File: config.mk
export PLATFORM = sky130hd
export DESIGN_NAME = drp_toggle
export DESIGN_NICKNAME = d
export VERILOG_FILES = /design/src/pkg/drp_toggle_pkg.sv /design/src/hw/drp_toggle.sv
export SDC_FILE = /design/constraint.sdc
export NUM_CORES = 1
export LEC_CHECK = 0
export ABC_AREA = 1
export BUFFER_PORTS_ARGS = -buffer_cell sky130_fd_sc_hd__clkbuf_2
export CORE_UTILIZATION = 59
export DETAILED_ROUTE_END_ITERATION = 6
export PLACE_DENSITY = 0.81
export SLEW_MARGIN = 20
export SYNTH_ARGS = -nofsm -noshare
export SYNTH_HDL_FRONTEND = slang
export SYNTH_SLANG_ARGS = --single-unit
File: constraint.sdc
create_clock -name clk -period 10.5 [get_ports clk]
set_clock_uncertainty 0.15 [all_clocks]
set_input_delay 0.525 -clock clk [delete_from_list [all_inputs] [get_ports clk]]
set_output_delay 0.525 -clock clk [all_outputs]
set_load 0.01 [all_outputs]
File: src/pkg/drp_toggle_pkg.sv
// constants and types for the dual-role toggle offload block
package drp_toggle_pkg;
  // register indices; byte address is four times the index
  localparam logic [11:0] IDX_CTL       = 12'h0890;
  localparam logic [11:0] IDX_SEED      = 12'h0892;
  localparam logic [11:0] IDX_PERIOD    = 12'h0894;
  localparam logic [11:0] IDX_DBG       = 12'h0896;
  localparam logic [11:0] IDX_DBG_HI    = 12'h0897;
  localparam logic [11:0] IDX_SNK_MATCH = 12'h0898;
  localparam logic [11:0] IDX_SRC_MATCH = 12'h0899;
  localparam logic [11:0] IDX_SNK_DBCLR = 12'h089a;
  localparam logic [11:0] IDX_SRC_DBCLR = 12'h089b;
  localparam logic [11:0] IDX_BIAS      = 12'h089c;
  localparam logic [11:0] IDX_SNK_SAMP  = 12'h089d;
  localparam logic [11:0] IDX_SRC_SAMP  = 12'h089e;
  // control register fields
  localparam int CTL_EN_BIT    = 0;
  localparam int CTL_RND_BIT   = 1;
  localparam int CTL_INIT_BIT  = 7;
  localparam int CTL_STATE_BIT = 8;
  // reset values
  localparam logic [15:0] SEED_RST   = 16'hffff;
  localparam logic [7:0]  PERIOD_RST = 8'h40;
  localparam logic [15:0] DBG_RST    = 16'h0000;
  localparam logic [7:0]  MASK_RST   = 8'h00;
  localparam logic [7:0]  SAMP_RST   = 8'hff;
  localparam logic [2:0]  BIAS_RST   = 3'h0;
  // timing: 125 MHz core clock, 10 kHz generator and timer tick
  localparam int CLK_HZ        = 32'h0773_5940;
  localparam int RAND_HZ       = 32'h0000_2710;
  localparam int RAND_TICK_CYC = CLK_HZ / RAND_HZ;
  localparam int PERIOD_UNIT_HZ = 32'h0000_03e8;
  localparam int TICKS_PER_MS  = RAND_HZ / PERIOD_UNIT_HZ;
  // period limits in ms and bias split, parts of 64
  localparam logic [7:0] PERIOD_MIN = 8'h32;
  localparam logic [7:0] PERIOD_MAX = 8'h64;
  localparam logic [6:0] BIAS_DEN   = 7'h40;
  localparam logic [6:0] NUM_EVEN   = 7'h20;
  localparam logic [6:0] NUM_B100   = 7'h24;
  localparam logic [6:0] NUM_B101   = 7'h29;
  localparam logic [6:0] NUM_B110   = 7'h1c;
  localparam logic [6:0] NUM_B111   = 7'h17;
  typedef enum logic [1:0] {ST_IDLE, ST_DFP, ST_UFP} role_state_t;
endpackage

File: src/hw/drp_toggle.sv
// dual-role toggle offload: role timer, randomiser, role masks, wishbone slave
//
// The Wishbone register port is this design's own decision.
`timescale 1ns/1ps
module drp_toggle #(
  parameter int TICK_CYC = drp_toggle_pkg::RAND_TICK_CYC
) (
  // clock and reset
  input  wire logic        clk,
  input  wire logic        reset_n,
  // wishbone slave
  input  wire logic        cyc_i,
  input  wire logic        stb_i,
  input  wire logic        we_i,
  input  wire logic [13:0] adr_i,
  input  wire logic [3:0]  sel_i,
  input  wire logic [31:0] dat_i,
  output logic      [31:0] dat_o,
  output logic             ack_o,
  // one-time-programmable seed
  input  wire logic [15:0] otp_seed,
  input  wire logic        otp_programmed,
  // per-CC logic
  input  wire logic [7:0]  cc1_change_status,
  input  wire logic [7:0]  cc2_change_status,
  input  wire logic [7:0]  cc_sample_enable_sw,
  input  wire logic [7:0]  cc_debounce_clear_enable_sw,
  output logic      [7:0]  cc_sample_enable,
  output logic      [7:0]  cc_debounce_clear_enable,
  output logic             cc_first_match_change_irq,
  output logic             cc_second_match_change_irq,
  // advertised role
  output logic             advertised_role,
  output logic             toggle_active
);

  typedef struct packed {
    logic                        ack;
    logic [31:0]                 dat;
    logic                        ctl_en;
    logic                        ctl_rnd;
    logic                        ctl_init;
    logic                        rnd_prev;
    logic [15:0]                 seed;
    logic                        seed_loaded;
    logic [7:0]                  period;
    logic [15:0]                 lfsr;
    logic [7:0]                  snap_hi;
    logic [7:0]                  snk_match;
    logic [7:0]                  src_match;
    logic [7:0]                  snk_dbclr;
    logic [7:0]                  src_dbclr;
    logic [2:0]                  bias;
    logic [7:0]                  snk_samp;
    logic [7:0]                  src_samp;
    drp_toggle_pkg::role_state_t st;
    logic                        second;
    logic [15:0]                 pre;
    logic                        tick;
    logic [11:0]                 cnt;
    logic                        irq1;
    logic                        irq2;
    logic [7:0]                  samp;
    logic [7:0]                  dbclr;
    logic                        role;
    logic                        active;
  } state_t;

  state_t r_reg;
  state_t r_next;

  localparam logic [15:0] TICK_LAST = 16'(TICK_CYC - 1);

  // dfp share of 64 for a bias code
  function automatic logic [6:0] dfp_num(input logic [2:0] b);
    logic [6:0] n;
    n = drp_toggle_pkg::NUM_EVEN;
    case (b)
      3'h4:    n = drp_toggle_pkg::NUM_B100;
      3'h5:    n = drp_toggle_pkg::NUM_B101;
      3'h6:    n = drp_toggle_pkg::NUM_B110;
      3'h7:    n = drp_toggle_pkg::NUM_B111;
      default: n = drp_toggle_pkg::NUM_EVEN;
    endcase
    return n;
  endfunction

  // phase length in 0.1 ms ticks, rounded, never zero
  function automatic logic [11:0] phase_ticks(input logic [7:0] per, input logic [6:0] num);
    logic [19:0] p;
    p = 20'(per) * 20'(num) * 20'(drp_toggle_pkg::TICKS_PER_MS) + 20'h0_0020;
    return (p[17:6] == 12'h000) ? 12'h001 : p[17:6];
  endfunction

  // random period folded into 50..100 ms
  function automatic logic [7:0] rand_period(input logic [15:0] s);
    logic [7:0] v;
    v = {2'b00, s[5:0]};
    if (v > 8'h32)
      v = v - 8'h0d;
    return drp_toggle_pkg::PERIOD_MIN + v;
  endfunction

  // x^16 + x^15 + x^13 + x^4 + 1; an all-zero seed locks the generator
  function automatic logic [15:0] lfsr_step(input logic [15:0] s);
    return {s[14:0], s[15] ^ s[14] ^ s[12] ^ s[3]};
  endfunction

  logic        req;
  logic        wr;
  logic [11:0] idx;
  logic [6:0]  num;
  logic [11:0] target;
  logic        init_role;

  assign req = cyc_i && stb_i && !r_reg.ack;
  assign wr  = req && we_i;
  assign idx = adr_i[13:2];

  always_comb
  begin
    r_next = r_reg;
    init_role = r_reg.ctl_init;
    // bus handshake: one wait state, ack for one cycle
    r_next.ack = req;
    r_next.dat = 32'h0000_0000;
    if (req && !we_i)
    begin
      case (idx)
        drp_toggle_pkg::IDX_CTL:
        begin
          r_next.dat[drp_toggle_pkg::CTL_EN_BIT]    = r_reg.ctl_en;
          r_next.dat[drp_toggle_pkg::CTL_RND_BIT]   = r_reg.ctl_rnd;
          r_next.dat[drp_toggle_pkg::CTL_INIT_BIT]  = r_reg.ctl_init;
          r_next.dat[drp_toggle_pkg::CTL_STATE_BIT] = r_reg.role;
        end
        drp_toggle_pkg::IDX_SEED:      r_next.dat[15:0] = r_reg.seed;
        drp_toggle_pkg::IDX_PERIOD:    r_next.dat[7:0] = r_reg.period;
        drp_toggle_pkg::IDX_DBG:
        begin
          r_next.dat[15:0] = r_reg.lfsr;
          r_next.snap_hi = r_reg.lfsr[15:8];
        end
        drp_toggle_pkg::IDX_DBG_HI:    r_next.dat[7:0] = r_reg.snap_hi;
        drp_toggle_pkg::IDX_SNK_MATCH: r_next.dat[7:0] = r_reg.snk_match;
        drp_toggle_pkg::IDX_SRC_MATCH: r_next.dat[7:0] = r_reg.src_match;
        drp_toggle_pkg::IDX_SNK_DBCLR: r_next.dat[7:0] = r_reg.snk_dbclr;
        drp_toggle_pkg::IDX_SRC_DBCLR: r_next.dat[7:0] = r_reg.src_dbclr;
        drp_toggle_pkg::IDX_BIAS:      r_next.dat[2:0] = r_reg.bias;
        drp_toggle_pkg::IDX_SNK_SAMP:  r_next.dat[7:0] = r_reg.snk_samp;
        drp_toggle_pkg::IDX_SRC_SAMP:  r_next.dat[7:0] = r_reg.src_samp;
        default:                       r_next.dat = 32'h0000_0000;
      endcase
    end
    // otp seed taken once after reset release
    if (!r_reg.seed_loaded)
    begin
      r_next.seed_loaded = 1'b1;
      if (otp_programmed)
        r_next.seed = otp_seed;
    end
    if (wr)
    begin
      case (idx)
        drp_toggle_pkg::IDX_CTL:
        begin
          if (sel_i[0])
          begin
            r_next.ctl_en   = dat_i[drp_toggle_pkg::CTL_EN_BIT];
            r_next.ctl_rnd  = dat_i[drp_toggle_pkg::CTL_RND_BIT];
            r_next.ctl_init = dat_i[drp_toggle_pkg::CTL_INIT_BIT];
          end
        end
        drp_toggle_pkg::IDX_SEED:
        begin
          if (sel_i[0])
            r_next.seed[7:0] = dat_i[7:0];
          if (sel_i[1])
            r_next.seed[15:8] = dat_i[15:8];
        end
        drp_toggle_pkg::IDX_PERIOD:    if (sel_i[0]) r_next.period = dat_i[7:0];
        drp_toggle_pkg::IDX_SNK_MATCH: if (sel_i[0]) r_next.snk_match = dat_i[7:0];
        drp_toggle_pkg::IDX_SRC_MATCH: if (sel_i[0]) r_next.src_match = dat_i[7:0];
        drp_toggle_pkg::IDX_SNK_DBCLR: if (sel_i[0]) r_next.snk_dbclr = dat_i[7:0];
        drp_toggle_pkg::IDX_SRC_DBCLR: if (sel_i[0]) r_next.src_dbclr = dat_i[7:0];
        drp_toggle_pkg::IDX_BIAS:      if (sel_i[0]) r_next.bias = dat_i[2:0];
        drp_toggle_pkg::IDX_SNK_SAMP:  if (sel_i[0]) r_next.snk_samp = dat_i[7:0];
        drp_toggle_pkg::IDX_SRC_SAMP:  if (sel_i[0]) r_next.src_samp = dat_i[7:0];
        default:                       r_next.dat = 32'h0000_0000;
      endcase
    end
    // free-running 10 kHz prescaler
    if (r_reg.pre == TICK_LAST)
    begin
      r_next.pre  = 16'h0000;
      r_next.tick = 1'b1;
    end
    else
    begin
      r_next.pre  = r_reg.pre + 16'h0001;
      r_next.tick = 1'b0;
    end
    // generator
    r_next.rnd_prev = r_reg.ctl_rnd;
    if (r_reg.ctl_rnd && !r_reg.rnd_prev)
      r_next.lfsr = r_reg.seed;
    else if (r_reg.ctl_rnd && r_reg.tick)
      r_next.lfsr = lfsr_step(r_reg.lfsr);
    // role timer; hardware period update wins over a bus write
    num = dfp_num(r_reg.bias);
    if (r_reg.st == drp_toggle_pkg::ST_UFP)
      num = drp_toggle_pkg::BIAS_DEN - num;
    target = phase_ticks(r_reg.period, num);
    if (!r_reg.ctl_en)
    begin
      r_next.st     = drp_toggle_pkg::ST_IDLE;
      r_next.second = 1'b0;
      r_next.cnt    = 12'h000;
    end
    else
    begin
      case (r_reg.st)
        drp_toggle_pkg::ST_IDLE:
        begin
          r_next.st = init_role ? drp_toggle_pkg::ST_UFP : drp_toggle_pkg::ST_DFP;
          r_next.second = 1'b0;
          r_next.cnt = 12'h000;
          if (r_reg.ctl_rnd)
            r_next.period = rand_period(r_reg.lfsr);
        end
        drp_toggle_pkg::ST_DFP, drp_toggle_pkg::ST_UFP:
        begin
          if (r_reg.tick)
          begin
            if (r_reg.cnt + 12'h001 >= target)
            begin
              r_next.cnt = 12'h000;
              if (r_reg.second)
              begin
                r_next.second = 1'b0;
                r_next.st = init_role ? drp_toggle_pkg::ST_UFP : drp_toggle_pkg::ST_DFP;
                if (r_reg.ctl_rnd)
                  r_next.period = rand_period(r_reg.lfsr);
              end
              else
              begin
                r_next.second = 1'b1;
                r_next.st = (r_reg.st == drp_toggle_pkg::ST_DFP) ? drp_toggle_pkg::ST_UFP
                                                                  : drp_toggle_pkg::ST_DFP;
              end
            end
            else
              r_next.cnt = r_reg.cnt + 12'h001;
          end
        end
        default:
          r_next.st = drp_toggle_pkg::ST_IDLE;
      endcase
    end
    // role-selected masks, registered for clean outputs
    r_next.role   = (r_next.st == drp_toggle_pkg::ST_UFP);
    r_next.active = (r_reg.st != drp_toggle_pkg::ST_IDLE);
    if (r_reg.st == drp_toggle_pkg::ST_UFP)
    begin
      r_next.irq1  = |(cc1_change_status & r_reg.snk_match);
      r_next.irq2  = |(cc2_change_status & r_reg.snk_match);
      r_next.dbclr = r_reg.snk_dbclr;
      r_next.samp  = r_reg.snk_samp;
    end
    else if (r_reg.st == drp_toggle_pkg::ST_DFP)
    begin
      r_next.irq1  = |(cc1_change_status & r_reg.src_match);
      r_next.irq2  = |(cc2_change_status & r_reg.src_match);
      r_next.dbclr = r_reg.src_dbclr;
      r_next.samp  = r_reg.src_samp;
    end
    else
    begin
      // outside toggling the per-CC logic owns these paths
      r_next.irq1  = 1'b0;
      r_next.irq2  = 1'b0;
      r_next.dbclr = cc_debounce_clear_enable_sw;
      r_next.samp  = cc_sample_enable_sw;
    end
  end

  always_ff @(posedge clk)
  begin
    if (!reset_n)
    begin
      r_reg           <= '0;
      r_reg.st        <= drp_toggle_pkg::ST_IDLE;
      r_reg.seed      <= drp_toggle_pkg::SEED_RST;
      r_reg.period    <= drp_toggle_pkg::PERIOD_RST;
      r_reg.lfsr      <= drp_toggle_pkg::DBG_RST;
      r_reg.snk_match <= drp_toggle_pkg::MASK_RST;
      r_reg.src_match <= drp_toggle_pkg::MASK_RST;
      r_reg.snk_dbclr <= drp_toggle_pkg::MASK_RST;
      r_reg.src_dbclr <= drp_toggle_pkg::MASK_RST;
      r_reg.bias      <= drp_toggle_pkg::BIAS_RST;
      r_reg.snk_samp  <= drp_toggle_pkg::SAMP_RST;
      r_reg.src_samp  <= drp_toggle_pkg::SAMP_RST;
      r_reg.samp      <= drp_toggle_pkg::SAMP_RST;
    end
    else
      r_reg <= r_next;
  end

  assign dat_o                      = r_reg.dat;
  assign ack_o                      = r_reg.ack;
  assign cc_sample_enable           = r_reg.samp;
  assign cc_debounce_clear_enable   = r_reg.dbclr;
  assign cc_first_match_change_irq  = r_reg.irq1;
  assign cc_second_match_change_irq = r_reg.irq2;
  assign advertised_role            = r_reg.role;
  assign toggle_active              = r_reg.active;
endmodule

# After elaboration in Yosys (flattened, before gate mapping)
# Index checks and enable logic that the tools add are counted.
[op_classes]
bitwise = 8
shift = 0
eq_ne = 22
reduce_logical = 33
magnitude_cmp = 2
div = 0
n_mux = 55
mul = 2
addsub = 7
[ops]
columns = ["operator", "count"]
rows = [
  ["8-bit 2-to-1 mux", 20],
  ["12-bit == test (second input constant)", 12],
  ["16-bit 2-to-1 mux", 6],
  ["4-bit case mux with 10 select lines", 1],
  ["12-bit 2-to-1 mux", 3],
  ["18-bit 2-to-1 mux", 2],
  ["35-bit 2-to-1 mux", 1],
  ["8-bit bitwise AND", 4],
  ["32-bit 2-to-1 mux", 1],
  ["8-bit OR reduction", 4],
  ["3-bit AND reduction", 9],
  ["12-bit case mux with 2 select lines", 1],
  ["2-bit case mux with 12 select lines", 1],
  ["6-bit case mux with 4 select lines", 1],
  ["1-bit case mux with 11 select lines", 2],
  ["18-bit by 6-bit adder with 18-bit output (second input constant)", 1],
  ["3-bit 2-to-1 mux", 6],
  ["15-bit by 3-bit multiplier with 17-bit output (second input constant)", 1],
  ["17-bit 2-to-1 mux", 1],
  ["16-bit by 1-bit adder with 16-bit output (second input constant)", 1],
  ["6-bit by 8-bit adder with 8-bit output (first input constant)", 2],
  ["16-bit by 14-bit == test with 1-bit output (second input constant)", 1],
  ["8-bit case mux with 2 select lines", 1],
  ["8-bit by 7-bit multiplier with 15-bit output", 1],
  ["other kinds (26)", 46],
]
[word_totals]
ff_bits = 189
inputBits = 104
n_memories = 0
output_inout_bits = 53
mem_bits_rw = 0
latchBits = 0
mem_bits_ro = 0
wordCells = 158

# Longest topological paths before layout
[logic_depth]
depth_word = 21
mapped_depth = 59
depth_no_buf = 59

# Least setup slack after synthesis
# OpenSTA, ideal clock, no wires.
[synth_path]
path_kind = "reg-to-reg"
start = "register r_reg[50] (netlist name)"
end = "register r_reg[128] (netlist name)"
n_path_buf = 1
required_time_ns = 10.276
path_slack_ns = 2.343
arrival_ns = 7.933
synth_period_minus_slack_ns = 8.157
path_stages_with_launch = 48
setup_ns = 0.074
path_cell_list = "dfxtp_1 > inv_1 > ha_1 > clkbuf_1 > nor2_1 > nor2_1 > inv_1 > nand2_1 > fa_1 > fa_1 > inv_1 > fa_1 > inv_1 > fa_1 > inv_1 > ha_1 > nand2_1 > inv_1 > (+12 left out) > nand2_1 > nand2_1 > nor2_2 > nand4_1 > nor2_1 > nand3_1 > nand2_1 > inv_2 > ha_1 > nand2_1 > nor2_1 > nand2_1 > o211ai_1 > a31oi_1 > nand2_1 > nand4_1 > or2_2 > a31oi_1"
[synth_between]
elab_chain_len = 12
[synth_lines]
columns = ["item", "line", "text"]
rows = [
  ["from (decl)", "drp_toggle.sv:69", "state_t r_reg;"],
  ["from (signal assigned)", "drp_toggle.sv:306", "r_reg <= r_next;"],
  ["2-bit == test", "drp_toggle.sv:211, drp_toggle.sv:222", ""],
  ["7-bit 2-to-1 mux", "drp_toggle.sv:211", "if (r_reg.st == drp_toggle_pkg::ST_UFP)"],
  ["8-bit by 7-bit multiplier with 15-bit output", "drp_toggle.sv:91", "p = 20'(per) * 20'(num) * 20'(drp_toggle_pkg::TICKS_PER_MS) + 20'h0_0020;"],
  ["15-bit by 3-bit multiplier with 17-bit output", "drp_toggle.sv:91", ""],
  ["18-bit by 6-bit adder with 18-bit output", "drp_toggle.sv:91", ""],
  ["12-bit zero test", "drp_toggle.sv:92", "return (p[17:6] == 12'h000) ? 12'h001 : p[17:6];"],
  ["12-bit 2-to-1 mux", "drp_toggle.sv:92", ""],
  ["12-bit greater-or-equal comparator", "drp_toggle.sv:235", "if (r_reg.cnt + 12'h001 >= target)"],
  ["8-bit 2-to-1 mux", "drp_toggle.sv:235", ""],
  ["8-bit 2-to-1 mux", "drp_toggle.sv:233", "if (r_reg.tick)"],
  ["8-bit case mux with 2 select lines (*)", "drp_toggle.sv:222", "case (r_reg.st)"],
  ["8-bit 2-to-1 mux (*)", "drp_toggle.sv:214", "if (!r_reg.ctl_en)"],
]
# Every way passes the cells marked *; elsewhere a longest branch is shown, timed or not.
# A chain may end at the register's enable or synchronous reset.

# Worst setup path after layout
[layout_path]
start = "register r_reg[70] (netlist name)"
end = "register r_reg[130] (netlist name)"
[layout_between]
elab_chain_len = 14
[layout_lines]
columns = ["item", "line", "text"]
rows = [
  ["3-bit == test", "drp_toggle.sv:78", "case (b)"],
  ["6-bit case mux with 4 select lines (*)", "drp_toggle.sv:78", ""],
  ["7-bit subtractor", "drp_toggle.sv:212", "num = drp_toggle_pkg::BIAS_DEN - num;"],
  ["7-bit 2-to-1 mux (*)", "drp_toggle.sv:211", ""],
  ["8-bit by 7-bit multiplier with 15-bit output (*)", "drp_toggle.sv:91", ""],
  ["15-bit by 3-bit multiplier with 17-bit output (*)", "drp_toggle.sv:91", ""],
  ["18-bit by 6-bit adder with 18-bit output (*)", "drp_toggle.sv:91", ""],
  ["12-bit zero test", "drp_toggle.sv:92", ""],
  ["12-bit 2-to-1 mux (*)", "drp_toggle.sv:92", ""],
  ["12-bit greater-or-equal comparator (*)", "drp_toggle.sv:235", ""],
  ["8-bit 2-to-1 mux (*)", "drp_toggle.sv:235", ""],
  ["8-bit 2-to-1 mux (*)", "drp_toggle.sv:233", ""],
  ["8-bit case mux with 2 select lines (*)", "drp_toggle.sv:222", ""],
  ["8-bit 2-to-1 mux (*)", "drp_toggle.sv:214", ""],
]
# Marked as above.

==> summary by stage <==
Timing
The count of endpoints failing setup in the final report is 0. The number of max-slew violations in the final report is 0. At the pin with the least slew margin, the transition time is 1010 ps.

The count of final hold-check violations is 0. The aggregate negative setup slack is 0 ps. The final cycle utilization of the critical path is 89.2%. The worst pin sits at a relative slew slack of 32.7%. Setup repair after global routing left no endpoint under its margin. The minimum period implied by the final worst setup slack is 9370 ps. For this run, the top clock speed supported by timing is 107 MHz.

Setup path
The highest net fanout along the worst path is 8. The worst-case reg-to-reg path depth is 49. The largest single stage delay on the critical path is 530 ps. The capturing instance or port of the critical path is r_reg[130]. Among all stages on the critical path, the largest delay is contributed by fa_1. The launching instance or port of the critical path is r_reg[70].

The required time reported for the critical path endpoint is 10680 ps. Among the stages of the critical path, the cell type that occurs most often is nand2_1. Data arrives at the worst endpoint at 9550 ps. The capture instance of the worst register-to-register path is r_reg[130]. The kind of start point of the critical path is a flop. In this run the critical register-to-register path is launched from r_reg[70]. The critical path is of the flop to flop type. The kind of end point of the critical path is a flop. The setup check on the worst reg-to-reg path leaves a slack of 1130 ps.

Pwr
For this design the static power due to leakage is 6.41 nW. The power after layout is 1.48 mW. The analysis attributes to net switching a power of 0.415 mW.

Of the total power, registers draw 44.9%. In this run, the clock network consumes 43.9% of the power. The power density relative to cell area is 112 nW/um^2. The highest ir drop seen on vdd is 0.000116 V.

Net switching is 28.0% of the power. The combinational power share is 11.3%. The internal power of the cells is 1.07 mW.

Run
Across the run, the number of max-cap violations was 0.

Floorplan
The floorplan has 52 rows. During I/O placement, the number of pins put on the boundary was 157. From left edge to right edge, the die measures 145 um.

The floorplan step defined a die boundary enclosing 21100 sq um. The starting density of the core is 60.0%. The floorplan step set the die height to 145 um.

The floorplan step defined a core boundary enclosing 20200 sq um.

Synthesis
Ranked by instance count, the synthesized netlist is headed by 382 x nand2_1, 252 x inv_1, 184 x nor2_1. After synthesis, the cell types taking the most area are dfxtp_1 29%, nand2_1 12%, ha_1 7.9%. The mean cell area of the mapped netlist is 6.93 sq um. The most common flop cell mapped by yosys is dfxtp_1.

The most common cell in the synthesized netlist is nand2_1. After synthesis the cells add up to 12100 sq um. Counting flops and latches in the post-synthesis netlist gives 173.

The distinct cell type count of the synthesized netlist is 60. For this run, the number of Yosys warnings is 0. The number of flops mapped to enable cells by yosys is 0. The share of synthesized area in the top cell type comes to 28.6%.

In the synthesized netlist the async set-or-reset flop fraction comes to 0%. The dominant cell type by area after synthesis is dfxtp_1. In the synthesized netlist, the number of instances is 1747. After synthesis, flip-flops and latches occupy 28.6% of the total area.

Drt
The first-pass iteration count of the detailed router is 6. The number of remaining DRC errors is 0. The wire length per cell is 15.5 um.

The number of antenna-violating nets in the routed design is 0. The initial detailed-routing violation count is 1103. The detailed-route via count is 11.9k.

The number of vias per cell after detailed routing is 5.66. The final routed wirelength across all metal layers is 32.7 mm.

GRT
The total routing resource utilization after global routing is 31.3%. The global-route wire length before repair is 53.4 mm. The number of global-route vias before repair came to 11.0k. The number of antenna violations at the first check in global routing is 0. The total congestion overflow after global routing is 0. Entering global routing, the biggest net connects 54 pins.

Clock tree
The number of hold-repair buffers added at the cts stage is 0. The number of setup buffers added after CTS is 0. The TritonCTS buffer count is 17. The count of cells resized by post-cts repair is 0. CTS saw 173 sinks. The clock edge transition at the registers on the reported setup and hold paths is 70 ps. The clock latency of the later-clocked register in the worst-skew pair is 440 ps. The H-tree depth is 4. The root buffer cell chosen for the clock tree is clkbuf_16. The maximum count of clock buffers along a single path is 2. The CTS tree is done.

Placement
The count of port buffers added during placement is 120. The post-detailed-placement cell area is 12600 sq um. Once placement completed, the tool counted placed cells totaling 2072. The HPWL after detailed placement is 25.0 mm.

At the end of routability-driven placement, the weighted congestion stood at 0.969.

Finish
The final standard cell count with taps included and fillers excluded is 2104. The area of all placed cells without fillers is 13300 sq um. The final layout contains 2031 nets.

The register with the most flip-flops in the layout has 134 of them. The share of layout cells above drive strength 1 is 11.4%. The repair_antennas step left the layout with diodes totalling 0. The area growth from synthesis to final layout is 9.47%. The final design utilization is 65.7%.

Min path
The hold-critical path depth is 3. The class of the tightest hold or removal check is input pin to flop.

Outcome
The flow ran to the end, and the final reports show no timing, DRC or antenna violations.
==> through the flow <==
step                      hold WS [ps]  setup WS, ps
final                              189          1130
after global routing               209           340
after CTS                          191          1220
after detailed placement           310          1260
after global placement             295          1470
after floorplan                    280          2340
==> layout make-up <==
| cell class | count | area, sq um |
|---|---|---|
| Clock buffer | 18 | 439 |
| Multi-Input combinational cell | 1238 | 7190 |
| Sequential cell | 173 | 3460 |
| Tap cell | 270 | 338 |
| Inverter | 264 | 993 |
| Timing Repair Buffer | 127 | 653 |
| Fill cell | 1830 | 6920 |
| Clock inverter | 14 | 169 |
==> worst max-delay path: cells and delay by family (launching register included) <==
family | cells | cell delay (ps)
xor+xnor | 1 | 250
compound gates | 7 | 1270
flops | 1 | 500
buf+inv | 7 | 470
fa+ha+maj | 9 | 3660
simple gates | 25 | 2970
==> power groups by stage <==
stage / clock network (mW) / logic [mW] / registers, mW
finish: 0.651 / 0.167 / 0.666
global route: 0.683 / 0.191 / 0.666
detailed placement: 0 / 0.164 / 0.681
global placement: 0 / 0.160 / 0.681
CTS: 0.654 / 0.165 / 0.666
floorplan: 0 / 0.122 / 0.681
==> how the worst min path moves through the flow <==
stage,slack (ps),end,start
6_report,190,r_reg[148],otp_seed[12]
5_1_grt,210,r_reg[147],otp_seed[11]
4_1_cts,190,r_reg[150],otp_seed[14]
3_5_place_dp,310,r_reg[33],r_reg[33]
3_3_place_gp,300,r_reg[33],r_reg[33]
2_1_floorplan,280,r_reg[103],r_reg[103]
==> per-layer routing <==
layer  vias up  part of all wire (%)  track usage [%]
li1       5836                     -                -
met1      5457                    43             41.2
met2       537                    45             50.3
met3        79                   8.6             6.23
met4         0                   2.9             12.1
met5         -                     0                0
==> placed cells by master (no fill, tap or decap), types with 15 or more instances in the layout <==
cell         n
nand2_1    382
nand3_1     94
o221ai_1    15
dfxtp_1    173
xor2_1      18
clkbuf_2   120
conb_1      24
ha_1        76
o22ai_1     22
a21oi_1     94
fa_1        30
o211ai_1    55
nor2_1     183
nand4_1     29
inv_1      252
clkbuf_16   17
o21ai_0     68
==> cell families after synthesis <==
| kind of cell | after synthesis | synth area share (%) |
|---|---|---|
| and+or+nand+nor | 755 | 26.9 |
| buffers and inverters | 358 | 12.7 |
| AOI/OAI and AO/OA | 324 | 16.9 |
| DFF | 173 | 28.6 |
| adders and majority gates | 106 | 12.8 |
| xor gates and xnor gates | 29 | 2.10 |
| other | 2 | 0.0620 |
(Power assumes the default switching activity.)
